### src/hdl/pgb_pkg.sv
// Constants and types for the paged external memory bus sequencer.
// Assumes one 100 MHz system clock and a synchronous active-high reset.
package pgb_pkg;
  localparam int ADDR_W = 16;
  localparam int DATA_W = 8;
  localparam int CNT_W  = 7;
  localparam int STR_W  = 4;

  localparam int CLOCK_MHZ = 100;

  // Control register layout
  localparam logic [7:0] ADDRESS_CONTROL_REG_RESET  = 8'h00;
  localparam int         ADDRESS_CONTROL_REG_EN_BIT = 7;
  localparam int         ADDRESS_CONTROL_REG_SEL_HI = 6;
  localparam int         ADDRESS_CONTROL_REG_SEL_LO = 5;

  localparam logic [1:0] SEL_ONE  = 2'h0;
  localparam logic [1:0] SEL_TWO  = 2'h1;
  localparam logic [1:0] SEL_FOUR = 2'h2;
  localparam logic [1:0] SEL_PM2  = 2'h3;

  // Phase lengths in system clocks; a miss is a latch half then a hit half
  localparam logic [CNT_W-1:0] HIT_ONE   = 7'h01;
  localparam logic [CNT_W-1:0] HIT_TWO   = 7'h02;
  localparam logic [CNT_W-1:0] HIT_FOUR  = 7'h04;
  localparam logic [CNT_W-1:0] PM2_HALF  = 7'h02;
  localparam logic [CNT_W-1:0] NP_ALE    = 7'h01;
  localparam logic [CNT_W-1:0] NP_STB    = 7'h03;
  localparam logic [CNT_W-1:0] STRETCH_C = 7'h04;
  localparam logic [CNT_W-1:0] CNT_ONE   = 7'h01;

  typedef enum logic [1:0] {PGB_CODE, PGB_READ, PGB_WRITE} pgb_kind_t;

  typedef struct packed {
    pgb_kind_t         kind;
    logic [ADDR_W-1:0] addr;
    logic [DATA_W-1:0] wdata;
    logic [STR_W-1:0]  stretch;
  } pgb_req_t;

  typedef struct packed {
    logic [DATA_W-1:0] dout;
    logic              oe;
  } pgb_pin_t;
endpackage

### src/hdl/pgb_paged_bus.sv
// Paged external memory bus sequencer: one access at a time from the core.
// Assumes pins are joined outside from dout/oe; pin inputs are asynchronous.
`timescale 1ns/1ns
module pgb_paged_bus
  import pgb_pkg::*;
(
  // Clock and reset
  input  wire logic              clock,
  input  wire logic              reset,
  // Control register write port
  input  wire logic              address_control_reg_wr_en,
  input  wire logic [7:0]        address_control_reg_wdata,
  input  wire logic              address_control_reg_timed_ok,
  // Control and status
  output logic                   page_mode_enable,
  output logic [1:0]             page_select,
  output logic                   page_miss,
  // Core request and answer
  input  wire logic              req_valid,
  input  wire pgb_req_t          req,
  output logic                   req_ready,
  output logic                   rsp_valid,
  output logic [DATA_W-1:0]      rsp_data,
  // External bus pins
  input  wire logic [DATA_W-1:0] low_port_bus_in,
  output pgb_pin_t               low_port_bus,
  input  wire logic [DATA_W-1:0] high_port_bus_in,
  output pgb_pin_t               high_port_bus,
  output logic                   addr_latch_strobe,
  output logic                   program_store_strobe_n,
  output logic                   read_strobe_n,
  output logic                   write_strobe_n
);

  typedef enum logic [1:0] {PGB_IDLE, PGB_ALE, PGB_STB} pgb_state_t;

  logic [7:0]        address_control_reg_q;
  pgb_state_t        st_q, st_d;
  logic [CNT_W-1:0]  cnt_q, cnt_d;
  logic [CNT_W-1:0]  stbl_q, stbl_d;
  pgb_req_t          cur_q, cur_d;
  logic [7:0]        page_q;
  logic              page_valid_q;
  logic              after_move_q;
  logic              ready_q, miss_q;
  logic [1:0]        cap_q, cap_hi_q;
  logic              rsp_valid_q;
  logic [DATA_W-1:0] rsp_data_q;
  logic [DATA_W-1:0] lp_s1_q, lp_s2_q, hp_s1_q, hp_s2_q;
  pgb_pin_t          lp_q, lp_d, hp_q, hp_d;
  logic              ale_q, program_store_strobe_n_n_q, rd_n_q, wr_n_q;

  // Configuration decode
  wire       pgen       = address_control_reg_q[ADDRESS_CONTROL_REG_EN_BIT];
  wire [1:0] sel        = address_control_reg_q[ADDRESS_CONTROL_REG_SEL_HI:ADDRESS_CONTROL_REG_SEL_LO];
  wire       pm2        = pgen && (sel == SEL_PM2);
  wire       address_control_reg_take  = address_control_reg_wr_en && address_control_reg_timed_ok;
  wire       new_en     = address_control_reg_wdata[ADDRESS_CONTROL_REG_EN_BIT];
  wire [1:0] new_sel    = address_control_reg_wdata[ADDRESS_CONTROL_REG_SEL_HI:ADDRESS_CONTROL_REG_SEL_LO];
  wire       invalidate = address_control_reg_take && ((new_en && !pgen) || (new_sel != sel));

  // Request classification
  wire is_code   = (req.kind == PGB_CODE);
  wire is_data   = !is_code;
  wire sel_one   = pgen && (sel == SEL_ONE);
  wire hi_match  = page_valid_q && (req.addr[15:8] == page_q);
  wire force_mis = !pgen || (pm2 && is_data)
                   || (sel_one && (is_data || after_move_q));
  wire miss      = force_mis || !hi_match;

  wire [CNT_W-1:0] hit_len = (sel == SEL_ONE)  ? HIT_ONE :
                             (sel == SEL_TWO)  ? HIT_TWO :
                             (sel == SEL_FOUR) ? HIT_FOUR : PM2_HALF;
  wire [CNT_W-1:0] ale_len = !pgen ? NP_ALE : hit_len;
  wire [CNT_W-1:0] base_sl = !pgen ? NP_STB : hit_len;
  wire [CNT_W-1:0] str_add = is_data ? CNT_W'(req.stretch * STRETCH_C) : '0;
  wire [CNT_W-1:0] stb_len = base_sl + str_add;

  wire start   = req_valid && ready_q;
  wire stb_end = (st_q == PGB_STB) && (cnt_q == '0);

  // Sequencer next state; a new access may start in the last strobe clock
  always_comb begin
    st_d   = st_q;
    cnt_d  = cnt_q;
    stbl_d = stbl_q;
    cur_d  = cur_q;
    if (st_q == PGB_IDLE || stb_end) begin
      st_d = PGB_IDLE;
      if (start) begin
        cur_d  = req;
        stbl_d = stb_len;
        st_d   = miss ? PGB_ALE : PGB_STB;
        cnt_d  = (miss ? ale_len : stb_len) - CNT_ONE;
      end
    end else if (cnt_q != '0) begin
      cnt_d = cnt_q - CNT_ONE;
    end else begin
      st_d  = PGB_STB; // Second half runs as a hit
      cnt_d = stbl_q - CNT_ONE;
    end
  end

  // Pin values for the phase being entered, so pins come from flops
  wire in_ale  = (st_d == PGB_ALE);
  wire in_stb  = (st_d == PGB_STB);
  wire busy_d  = (st_d != PGB_IDLE);
  wire wr_d    = (cur_d.kind == PGB_WRITE);
  wire ready_d = (st_d == PGB_IDLE) || (in_stb && cnt_d == '0);

  always_comb begin
    hp_d = '{dout: cur_d.addr[15:8], oe: busy_d};
    lp_d = '{dout: cur_d.addr[7:0], oe: 1'b0};
    if (!pgen) begin
      lp_d.oe = in_ale || (in_stb && wr_d);
      if (in_stb) begin
        lp_d.dout = cur_d.wdata;
      end
    end else if (pm2) begin
      lp_d.oe = busy_d;
      if (in_stb) begin
        hp_d = '{dout: cur_d.wdata, oe: wr_d};
      end
    end else if (in_stb) begin
      hp_d.dout = cur_d.addr[7:0];
      lp_d      = '{dout: cur_d.wdata, oe: wr_d};
    end
  end

  always_ff @(posedge clock) begin
    if (reset) begin
      address_control_reg_q <= ADDRESS_CONTROL_REG_RESET;
    end else if (address_control_reg_take) begin
      address_control_reg_q <= address_control_reg_wdata;
    end
  end

  always_ff @(posedge clock) begin
    if (reset) begin
      st_q   <= PGB_IDLE;
      cnt_q  <= '0;
      stbl_q <= '0;
      cur_q  <= '0;
    end else begin
      st_q   <= st_d;
      cnt_q  <= cnt_d;
      stbl_q <= stbl_d;
      cur_q  <= cur_d;
    end
  end

  // Page register; a config change outranks a same-cycle capture
  always_ff @(posedge clock) begin
    if (reset) begin
      page_q       <= '0;
      page_valid_q <= 1'b0;
    end else if (invalidate) begin
      page_valid_q <= 1'b0;
    end else if (start && miss) begin
      page_q       <= req.addr[15:8];
      page_valid_q <= 1'b1;
    end
  end

  always_ff @(posedge clock) begin
    if (reset) begin
      after_move_q <= 1'b0;
    end else if (start) begin
      after_move_q <= is_data;
    end
  end

  always_ff @(posedge clock) begin
    if (reset) begin
      ready_q  <= 1'b0;
      miss_q   <= 1'b0;
      hp_q     <= '0;
      lp_q     <= '0;
      ale_q    <= 1'b0;
      program_store_strobe_n_n_q <= 1'b1;
      rd_n_q   <= 1'b1;
      wr_n_q   <= 1'b1;
    end else begin
      ready_q  <= ready_d;
      miss_q   <= start && miss;
      hp_q     <= hp_d;
      lp_q     <= lp_d;
      ale_q    <= in_ale;
      program_store_strobe_n_n_q <= !(in_stb && cur_d.kind == PGB_CODE);
      rd_n_q   <= !(in_stb && cur_d.kind == PGB_READ);
      wr_n_q   <= !(in_stb && wr_d);
    end
  end

  // Two-flop synchronisers on the port inputs
  always_ff @(posedge clock) begin
    if (reset) begin
      lp_s1_q <= '0;
      lp_s2_q <= '0;
      hp_s1_q <= '0;
      hp_s2_q <= '0;
    end else begin
      lp_s1_q <= low_port_bus_in;
      lp_s2_q <= lp_s1_q;
      hp_s1_q <= high_port_bus_in;
      hp_s2_q <= hp_s1_q;
    end
  end

  // Capture delayed to match synchroniser depth: sees pin at strobe release
  always_ff @(posedge clock) begin
    if (reset) begin
      cap_q       <= '0;
      cap_hi_q    <= '0;
      rsp_valid_q <= 1'b0;
      rsp_data_q  <= '0;
    end else begin
      cap_q       <= {cap_q[0], stb_end && cur_q.kind != PGB_WRITE};
      cap_hi_q    <= {cap_hi_q[0], pm2};
      rsp_valid_q <= cap_q[1];
      if (cap_q[1]) begin
        rsp_data_q <= cap_hi_q[1] ? hp_s2_q : lp_s2_q;
      end
    end
  end

  assign page_mode_enable       = address_control_reg_q[ADDRESS_CONTROL_REG_EN_BIT];
  assign page_select            = address_control_reg_q[ADDRESS_CONTROL_REG_SEL_HI:ADDRESS_CONTROL_REG_SEL_LO];
  assign page_miss              = miss_q;
  assign req_ready              = ready_q;
  assign rsp_valid              = rsp_valid_q;
  assign rsp_data               = rsp_data_q;
  assign low_port_bus           = lp_q;
  assign high_port_bus          = hp_q;
  assign addr_latch_strobe      = ale_q;
  assign program_store_strobe_n = program_store_strobe_n_n_q;
  assign read_strobe_n          = rd_n_q;
  assign write_strobe_n         = wr_n_q;
endmodule

### config.mk
export PLATFORM = sky130hd
export DESIGN_NAME = pgb_paged_bus
export DESIGN_NICKNAME = d
export VERILOG_FILES = /design/src/hdl/pgb_pkg.sv /design/src/hdl/pgb_paged_bus.sv
export SDC_FILE = /design/constraint.sdc
export NUM_CORES = 1
export LEC_CHECK = 0
export ABC_CLOCK_PERIOD_IN_PS = 5770
export BUFFER_PORTS_ARGS = -buffer_cell sky130_fd_sc_hd__buf_2
export CAP_MARGIN = 20
export CORE_MARGIN = 2
export CORE_UTILIZATION = 30
export CTS_CLUSTER_DIAMETER = 50
export DETAILED_ROUTE_END_ITERATION = 8
export GPL_TIMING_DRIVEN = 0
export PLACE_DENSITY_LB_ADDON = 0.08
export SYNTH_ARGS = -nofsm -noshare
export SYNTH_HDL_FRONTEND = slang
export SYNTH_SLANG_ARGS = --single-unit
### constraint.sdc
create_clock -name clock -period 5.77 [get_ports clock]
set_input_delay 0 -clock clock [delete_from_list [all_inputs] [get_ports clock]]
set_output_delay 0 -clock clock [all_outputs]
set_load 0.005 [all_outputs]
==> impl_metrics.toml, run 1 <==
[synthesis]
avgSynthCellArea_um2 = 9.64
postSynthCellCount = 529
async_flop_share = 0
synth.distinct_cells = 71
synthesis.area_um2 = 5100
synth-edff-count = 0
synthesis.nets = 592
ys.warnings.count = 0
synth_seq_cells = 124
ys_seq_area_frac = 0.487
synthFlopType = "dfxtp_1"

[placement]
finalWeightedCongestion = 0.820
place_ws_ns = 3.11
placed_area_um2 = 5810
io_buffers = 86
place_hpwl_um = 10300

[global_route]
gr-usage-met2 = 0.280
grt_pass1_vias = 4383
grt_use_met3 = 0.0404
gr-total-overflow = 0
antenna_found_initial = 0
grt-busiest-layer = "met2"
grt_use_met1 = 0.209
grt_usage = 0.168
grt_max_degree = 17
grt_pass1_wl_um = 23000

[sta]
fin_crit_sh = 0.468
fin_ws_ns = 3.07
skew_ns = 0.00808
slew_viol_final = 0
rsz0062_at_grt = "false"
fmax_mhz = 370
fin_setup_tns_ns = 0
setup_viol = 0
hold_viol_final = 0
worst_pin_slew_ns = 0.836
slew_headroom = 0.438
layout_min_cycle_time_ns = 2.70

[final_layout]
mostFrequentLayoutCell = "dfxtp_1"
final_util = 0.418
area_growth_pct = 36.0
design_area_um2 = 6940
layout_common_cells = "dfxtp_1, buf_2, nor2_1"
num-nets-final = 748
regMostFlops = "cur_q"
drive_above_1_share = 0.216
largest_reg_flops = 26
diodes = 0
fillers = 1661

[critical_path]
reg2reg_to = "req_ready"
critPathTopFamily = "simple AND/OR/NAND/NOR gates"
start_kind = "flop"
regToRegStartpoint = "address_control_reg_q[7]"
rrSetupSlack_ns = 3.07
cpMaxStageDelayCell = "dfxtp_1"
critPathMaxFanout = 10
cp.buffers_inverters = 2
required_ns = 6.06
end_kind = "flop"
critical_path_class = "flop to flop"
reg2reg_depth = 12
arrival_ns = 3.00
cpMostUsedCell = "ha_1"
crit_chain = "buf_2, nand3b_1, inv_1, ha_1, ha_1, nor2_1, nand2_1, or3_1, a21oi_1, o211ai_1, nand4_1, o31ai_2"
slowest_delay_ns = 0.34

[clock_network]
ctsResizeCount = 0
clk_latency_ns = 0.42
cts.sinks = 124
path_clk_slew_ns = 0.06
cts_root_buf = "clkbuf_16"
clockBufferDepth = 2
cts_tree = "built"
htree_levels = 4
cts_buffers = 17

[route]
drc_errors = 0
vias = 4274
vias_per_cell = 4.66
ant_nets = 0
first_pass_iters = 4
totalWireLength_um = 14400
drtIter0Drc = 170
routedWlPerCell_um = 15.7

[die]
die_w_um = 134
initial_core_util = 0.308
core_area_um2 = 16600
ios = 95
dieArea_um2 = 18100
core.rowCount = 47
fp.dieH_um = 134

[power]
ir_drop_mv = 0.213
power.density_nw_per_um2 = 429
p_leak_nw = 2.77
power.total_mw = 2.98

[run]
maxCapViolCount = 0

[hold_path]
hold-path-endpoint = "stbl_q[6]"
hold_path_class = "input port to flop"
whs_path_depth = 5
min_from = "req[2]"

[run_status]
status = "finished, final reports clean"
[repair_timing]
item	CTS	global route
setup buffers	0	0
endpoints found under the hold margin	53	0
hold buffers	51	0
setup endpoints to repair	0	0
[layout make-up]
type / count / area, um^2 / area share
Buffer: 32 / 171 / 0.0247
Clock buffer: 18 / 439 / 0.0633
Clock inverter: 14 / 181 / 0.0261
Inverter: 3 / 11.3 / 0.00162
Multi-Input combinational cell: 370 / 2440 / 0.351
Sequential cell: 124 / 2480 / 0.358
Tap cell: 220 / 275 / 0.0397
Timing Repair Buffer: 137 / 941 / 0.136
[metrics by stage]
stage,instances,hold WS [ns]
4_1_cts,918,0.0686
6_report,918,0.0956
5_1_grt,918,0.137
2_1_floorplan,529,0.128
3_3_place_gp,835,0.212
3_5_place_dp,835,0.214
[worst register-to-register path, stage by stage, from the launching register on]
cell      delay, ns
dfxtp_1        0.34
buf_2          0.28
nand3b_1       0.18
inv_1          0.16
ha_1           0.19
ha_1           0.27
nor2_1         0.17
nand2_1        0.12
or3_1          0.31
a21oi_1        0.22
o211ai_1       0.14
nand4_1        0.13
o31ai_2        0.07
[cells in the mapped netlist (2+ instances only)]
cell type	count	area (um^2)
a22o_1	6	52.6
xnor2_1	7	61.3
clkbuf_1	21	78.8
or3_1	3	18.8
xor2_1	10	87.6
nor2b_1	40	250
a311oi_1	3	26.3
mux2i_1	32	320
ha_1	4	50.1
o21ai_1	3	15.0
nor2_1	57	214
nor3_1	4	20.0
buf_8	2	30.0
a211oi_1	19	143
nor3b_1	3	22.5
dfxtp_1	124	2480
nand4_1	2	12.5
nor4_1	2	12.5
and2_1	4	25.0
nor2_2	2	12.5
o22ai_1	9	56.3
nand3_1	7	35.0
nor4_4	2	42.5
nand2b_1	3	18.8
o211ai_1	2	15.0
nand2_1	51	191
o21ai_0	10	50.1
buf_2	7	35.0
o21bai_1	2	15.0
and3_1	12	75.1
a31oi_1	4	25.0
a21oi_1	30	150
inv_1	3	11.3
nor4b_1	2	17.5
[worst max path at each step]
stage	start	depth (start not counted)	end	slack, ns
after floorplan	address_control_reg_q[5]	12	req_ready	3.50
after global placement	address_control_reg_q[7]	12	req_ready	3.09
after detailed placement	address_control_reg_q[7]	12	req_ready	3.11
after CTS	address_control_reg_q[7]	12	req_ready	3.09
after global routing	address_control_reg_q[7]	11	req_ready	2.89
final	address_control_reg_q[7]	12	req_ready	3.07
[power breakdown]
part	switching [mW]	internal, mW
clock	0.413	0.699
combinational	0.468	0.353
sequential	0.0744	0.972
[kinds of logic (layout without fill, tap and decap cells)]
logic type      after synthesis  in the layout  share of synthesized area
fa+ha+maj                     4              4                    0.00981
mux                          34             34                     0.0677
compound gates              108            108                      0.155
flops                       124            124                      0.487
xor+xnor                     17             17                     0.0292
buf+inv                      35            204                     0.0358
simple gates                207            207                      0.216
[metal layers]
| layer | up-vias | part of all wire |
|---|---|---|
| met2 | 87 | 0.48 |
| met1 | 1991 | 0.46 |
| met3 | 20 | 0.045 |
| li1 | 2176 | - |
| met4 | 0 | 0.019 |
| met5 | - | 0 |
Note: power is estimated with default switching activity, not from simulation.
==> inputs of run 2 (changes only) <==
--- a/config.mk
+++ b/config.mk
@@ -5,7 +5,7 @@
 export SDC_FILE = /design/constraint.sdc
 export NUM_CORES = 1
 export LEC_CHECK = 0
-export ABC_CLOCK_PERIOD_IN_PS = 5770
+export ABC_CLOCK_PERIOD_IN_PS = 2600
 export BUFFER_PORTS_ARGS = -buffer_cell sky130_fd_sc_hd__buf_2
 export CAP_MARGIN = 20
 export CORE_MARGIN = 2
==> constraint.sdc (replaced) <==
create_clock -name clock -period 2.6 [get_ports clock]
set_input_delay 0 -clock clock [delete_from_list [all_inputs] [get_ports clock]]
set_output_delay 0 -clock clock [all_outputs]
set_load 0.005 [all_outputs]
==> impl_metrics.toml, run 2 (synthesized netlist as in run 1, its figures left out) <==
[clock_network]
cts_root_buf = "clkbuf_16"
htree_levels = 4
path_clk_slew_ns = 0.06
cts_buffers = 17
clockBufferDepth = 2
clk_latency_ns = 0.42
cts_tree = "built"
cts.sinks = 124

[critical_path]
cpMaxStageDelayCell = "dfxtp_1"
end_kind = "flop"
regToRegStartpoint = "address_control_reg_q[7]"
slowest_delay_ns = 0.36
start_kind = "flop"
critPathCapture = "req_ready"
arrival_ns = 2.76
required_ns = 2.89
rrSetupSlack_ns = 0.13
critical_path.startpoint = "address_control_reg_q[7]"
critPathMaxFanout = 10
critical_path_class = "flop to flop"
crit_chain = "buf_6, nand3b_1, inv_2, ha_1, ha_2, nor2_2, nand2_1, or3_1, a21oi_2, o211ai_1, nand4_1, o31ai_2"
reg2reg_depth = 12
reg2reg_to = "req_ready"

[sta]
layout_min_cycle_time_ns = 2.47
fin_crit_sh = 0.950
slew_viol_final = 0
slew_headroom = 0.502
skew_ns = 0.00990
fin_ws_ns = 0.130
fmax_mhz = 405
hold_slack_ns = 0.0985
setup_viol = 0
rsz0062_at_grt = "true"
hold_viol_final = 0
worst_pin_slew_ns = 0.747

[global_route]
grt_pass1_vias = 4383
grt_usage = 0.168
gr-total-overflow = 0
grt_max_degree = 17
antenna_found_initial = 0
grt_pass1_wl_um = 23000

[final_layout]
mostFrequentLayoutCell = "dfxtp_1"
fin_cells = 920
regMostFlops = "cur_q"
layout_common_cells = "dfxtp_1, buf_2, nor2_1"
fillers = 1656
largest_reg_flops = 26
final_util = 0.422
drive_above_1_share = 0.231
diodes = 0
num-nets-final = 750
area_growth_pct = 37.1

[power]
p_leak_nw = 2.78
power.total_mw = 6.67
p_clk_frac = 0.370
ir_drop_mv = 0.473
switching_power_mw = 2.14
p_int_mw = 4.53
p_sw_frac = 0.321
seqPwrFrac = 0.350
power.density_nw_per_um2 = 953
p_comb_frac = 0.281

[placement]
finalWeightedCongestion = 0.820
place_ws_ns = -0.0568
dp_cells = 835
place_hpwl_um = 10300
io_buffers = 86

[die]
initial_core_util = 0.308
fp.dieH_um = 134
core_area_um2 = 16600
core.rowCount = 47
die_w_um = 134
dieArea_um2 = 18100
ios = 95

[hold_path]
min_from = "req[2]"
hold_path_class = "input port to flop"

[route]
vias_per_cell = 4.70
vias = 4324
drc_errors = 0
first_pass_iters = 4
totalWireLength_um = 14500
drtIter0Drc = 161
ant_nets = 0
routedWlPerCell_um = 15.7

[run_status]
status = "finished, final reports clean"

[run]
maxCapViolCount = 0
-- run 2: cell count changes in the layout (fill, tap and decap cells not counted), sizes merged --
cell,before,now
buf,97,99
-- run 2: layer usage --
metal,wire [um],part of all wire,vias to the layer above,GRT usage
li1,-,-,2177,-
met1,6560,0.45,2045,0.209
met2,7150,0.49,86,0.280
met3,543,0.038,16,0.0404
met4,229,0.016,0,0.0661
met5,0,0,-,0
-- run 2: final cells by class --
| class | instances | area, um^2 | share of cell area |
|---|---|---|---|
| timing repair buffer | 139 | 956 | 0.137 |
| multi-input combinational | 370 | 2470 | 0.353 |
| clock inverter | 14 | 181 | 0.0259 |
| inverter | 3 | 11.3 | 0.00161 |
| buffer | 32 | 180 | 0.0258 |
| clock buffer | 18 | 439 | 0.0628 |
| sequential | 124 | 2480 | 0.355 |
| tap | 220 | 275 | 0.0393 |
-- run 2: what timing repair did --
item                                    in CTS  in global routing
gates resized for setup                      3                 12
endpoints found under the hold margin       53                  0
buffers inserted                             0                  2
pin swaps                                    0                  2
hold buffers                                51                  0
endpoints found under the setup margin       1                 14
-- run 2: power by group through the flow --
stage | clock, mW | sequential (mW) | combinational (mW)
final | 2.47 | 2.33 | 1.87
after global routing | 2.62 | 2.36 | 2.08
after global placement | 0 | 2.36 | 1.75
after CTS | 2.53 | 2.32 | 1.83
after floorplan | 0 | 2.34 | 1.27
after detailed placement | 0 | 2.36 | 1.76
-- run 2: worst min path at each step --
| stage | end | slack (ns) | depth (start not counted) |
|---|---|---|---|
| floorplan | hp_s1_q[0] | 0.13 | 1 |
| global placement | hp_s1_q[4] | 0.21 | 2 |
| detailed placement | lp_s1_q[3] | 0.21 | 2 |
| CTS | stbl_q[6] | 0.07 | 5 |
| global route | stbl_q[6] | 0.14 | 5 |
| finish | stbl_q[6] | 0.1 | 5 |
-- run 2: metrics by stage --
| stage | setup TNS, ns | cell area [um^2] |
|---|---|---|
| finish | 0 | 7000 |
| global route | -0.0113 | 7000 |
| floorplan | 0 | 5100 |
| global placement | -0.0789 | 5810 |
| detailed placement | -0.0568 | 5810 |
| CTS | 0 | 6940 |
-- run 2: worst max-delay path: cells and delay by family (launching register included) --
family / cells / cell delay [ns]
DFF: 1 / 0.36
AOI/OAI and AO/OA: 3 / 0.39
buffers and inverters: 2 / 0.30
and+or+nand+nor: 5 / 0.82
adders and majority gates: 2 / 0.48
==> inputs of run 3 (changes only) <==
--- a/config.mk
+++ b/config.mk
@@ -14,6 +14,7 @@
 export DETAILED_ROUTE_END_ITERATION = 8
 export GPL_TIMING_DRIVEN = 0
 export PLACE_DENSITY_LB_ADDON = 0.08
+export REMOVE_ABC_BUFFERS = 1
 export SYNTH_ARGS = -nofsm -noshare
 export SYNTH_HDL_FRONTEND = slang
 export SYNTH_SLANG_ARGS = --single-unit
==> impl_metrics.toml, run 3 (synthesized netlist as in run 1, its figures left out) <==
[power]
switching_power_mw = 2.14
p_leak_nw = 2.77
p_sw_frac = 0.322
power.density_nw_per_um2 = 957
p_int_mw = 4.51
ir_drop_mv = 0.491
p_clk_frac = 0.368
p_comb_frac = 0.281
seqPwrFrac = 0.351

[critical_path]
critical_path_class = "flop to flop"
critPathMaxFanout = 9
arrival_ns = 2.74
reg2reg_to = "req_ready"
start_kind = "flop"
regToRegStartpoint = "address_control_reg_q[5]"
required_ns = 2.90
reg2reg_depth = 11
rrSetupSlack_ns = 0.16
end_kind = "flop"

[die]
ios = 95
fp.dieH_um = 134
die_w_um = 134
initial_core_util = 0.308
core_area_um2 = 16600
dieArea_um2 = 18100
core.rowCount = 47

[sta]
slew_viol_final = 0
hold_slack_ns = 0.0749
rsz0062_at_grt = "true"
hold_viol_final = 0
fin_crit_sh = 0.939
skew_ns = 0.0135
layout_min_cycle_time_ns = 2.44
slew_headroom = 0.372
setup_viol = 0
fmax_mhz = 409
fin_setup_tns_ns = 0
worst_pin_slew_ns = 0.940

[final_layout]
num-nets-final = 730
regMostFlops = "cur_q"
largest_reg_flops = 26
fin_cells = 900
regArea_um2 = 2490
diodes = 0
final_util = 0.419
mostFrequentLayoutCell = "dfxtp_1"
drive_above_1_share = 0.240
layout_common_cells = "dfxtp_1, buf_2, nor2_1"
multi_input_area_um2 = 2480
area_growth_pct = 36.2
fillers = 1676

[global_route]
grt_pass1_vias = 4176
gr-total-overflow = 0
antenna_found_initial = 0
grt_max_degree = 61
grt_usage = 0.155
grt_pass1_wl_um = 21600

[clock_network]
cts_root_buf = "clkbuf_16"
cts.sinks = 124
clk_latency_ns = 0.42
clockBufferDepth = 2
cts_buffers = 17
path_clk_slew_ns = 0.06
cts_tree = "built"
htree_levels = 4

[hold_path]
hold-path-endpoint = "lp_s1_q[6]"
hold_path_class = "input port to flop"
whs_path_depth = 2
min_from = "reset"

[placement]
finalWeightedCongestion = 0.780
io_buffers = 89
dp_cells = 808
place_hpwl_um = 8960

[route]
vias_per_cell = 4.76
routedWlPerCell_um = 15.0
drtIter0Drc = 164
vias = 4287
first_pass_iters = 4
ant_nets = 0
drc_errors = 0
totalWireLength_um = 13500

[run_status]
status = "finished, final reports clean"

[run]
maxCapViolCount = 0
-- run 3: how the worst max path moves through the flow --
stage	start	end	slack, ns	depth (start not counted)
after floorplan	cnt_q[3]	high_port_bus[7]	-0.1	6
after global placement	cnt_q[3]	high_port_bus[7]	-0.84	6
after detailed placement	cnt_q[3]	low_port_bus[0]	-0.58	7
after CTS	address_control_reg_q[6]	req_ready	0.004	11
after global routing	address_control_reg_q[5]	req_ready	-0.03	11
final	address_control_reg_q[5]	req_ready	0.16	11
-- run 3: worst max-delay path: stages, from the launching register on --
cell and delay, ns:
dfxtp_4 0.39, nand3b_1 0.17, inv_1 0.10, ha_1 0.22
ha_1 0.33, nor2_2 0.13, nand2_1 0.10, or3_1 0.34
a21oi_2 0.18, o211ai_1 0.14, nand4_1 0.13, o31ai_2 0.08
-- run 3: power groups by stage --
stage / logic [mW] / clock network (mW) / registers, mW
final: 1.87 / 2.44 / 2.33
after global routing: 2.06 / 2.59 / 2.36
after CTS: 1.81 / 2.50 / 2.33
after detailed placement: 1.67 / 0 / 2.36
after global placement: 1.64 / 0 / 2.36
after floorplan: 1.16 / 0 / 2.34
-- run 3: area by class of cell --
type / count / area share
Tap cell: 220 / 0.0396
Clock inverter: 15 / 0.0270
Sequential cell: 124 / 0.359
Timing Repair Buffer: 150 / 0.155
Inverter: 3 / 0.00162
Clock buffer: 17 / 0.0612
Multi-Input combinational cell: 371 / 0.357
-- run 3: per-stage QoR --
step / power [mW] / setup WS [ns] / instance area (um^2)
after detailed placement: 4.04 / -0.584 / 5710
final: 6.65 / 0.157 / 6950
after floorplan: 3.50 / -0.0977 / 4930
after global placement: 4.01 / -0.840 / 5650
after CTS: 6.64 / 0.00450 / 6900
after global routing: 7.01 / -0.0287 / 6950
-- run 3: repair_timing --
item                                   CTS  global route
endpoints found under the hold margin   54             0
gates cloned                             1             0
pin swaps                                1             4
hold buffers                            51             0
setup buffers                            5             3
resized for setup                        7             7
setup endpoints to repair               37            13
-- run 3: routing by layer --
metal,GRT usage,vias up,part of all wire
met5,0,-,0
met4,0.0474,0,0.0090
met3,0.0491,11,0.047
met2,0.267,83,0.50
met1,0.185,2054,0.45
li1,-,2139,-
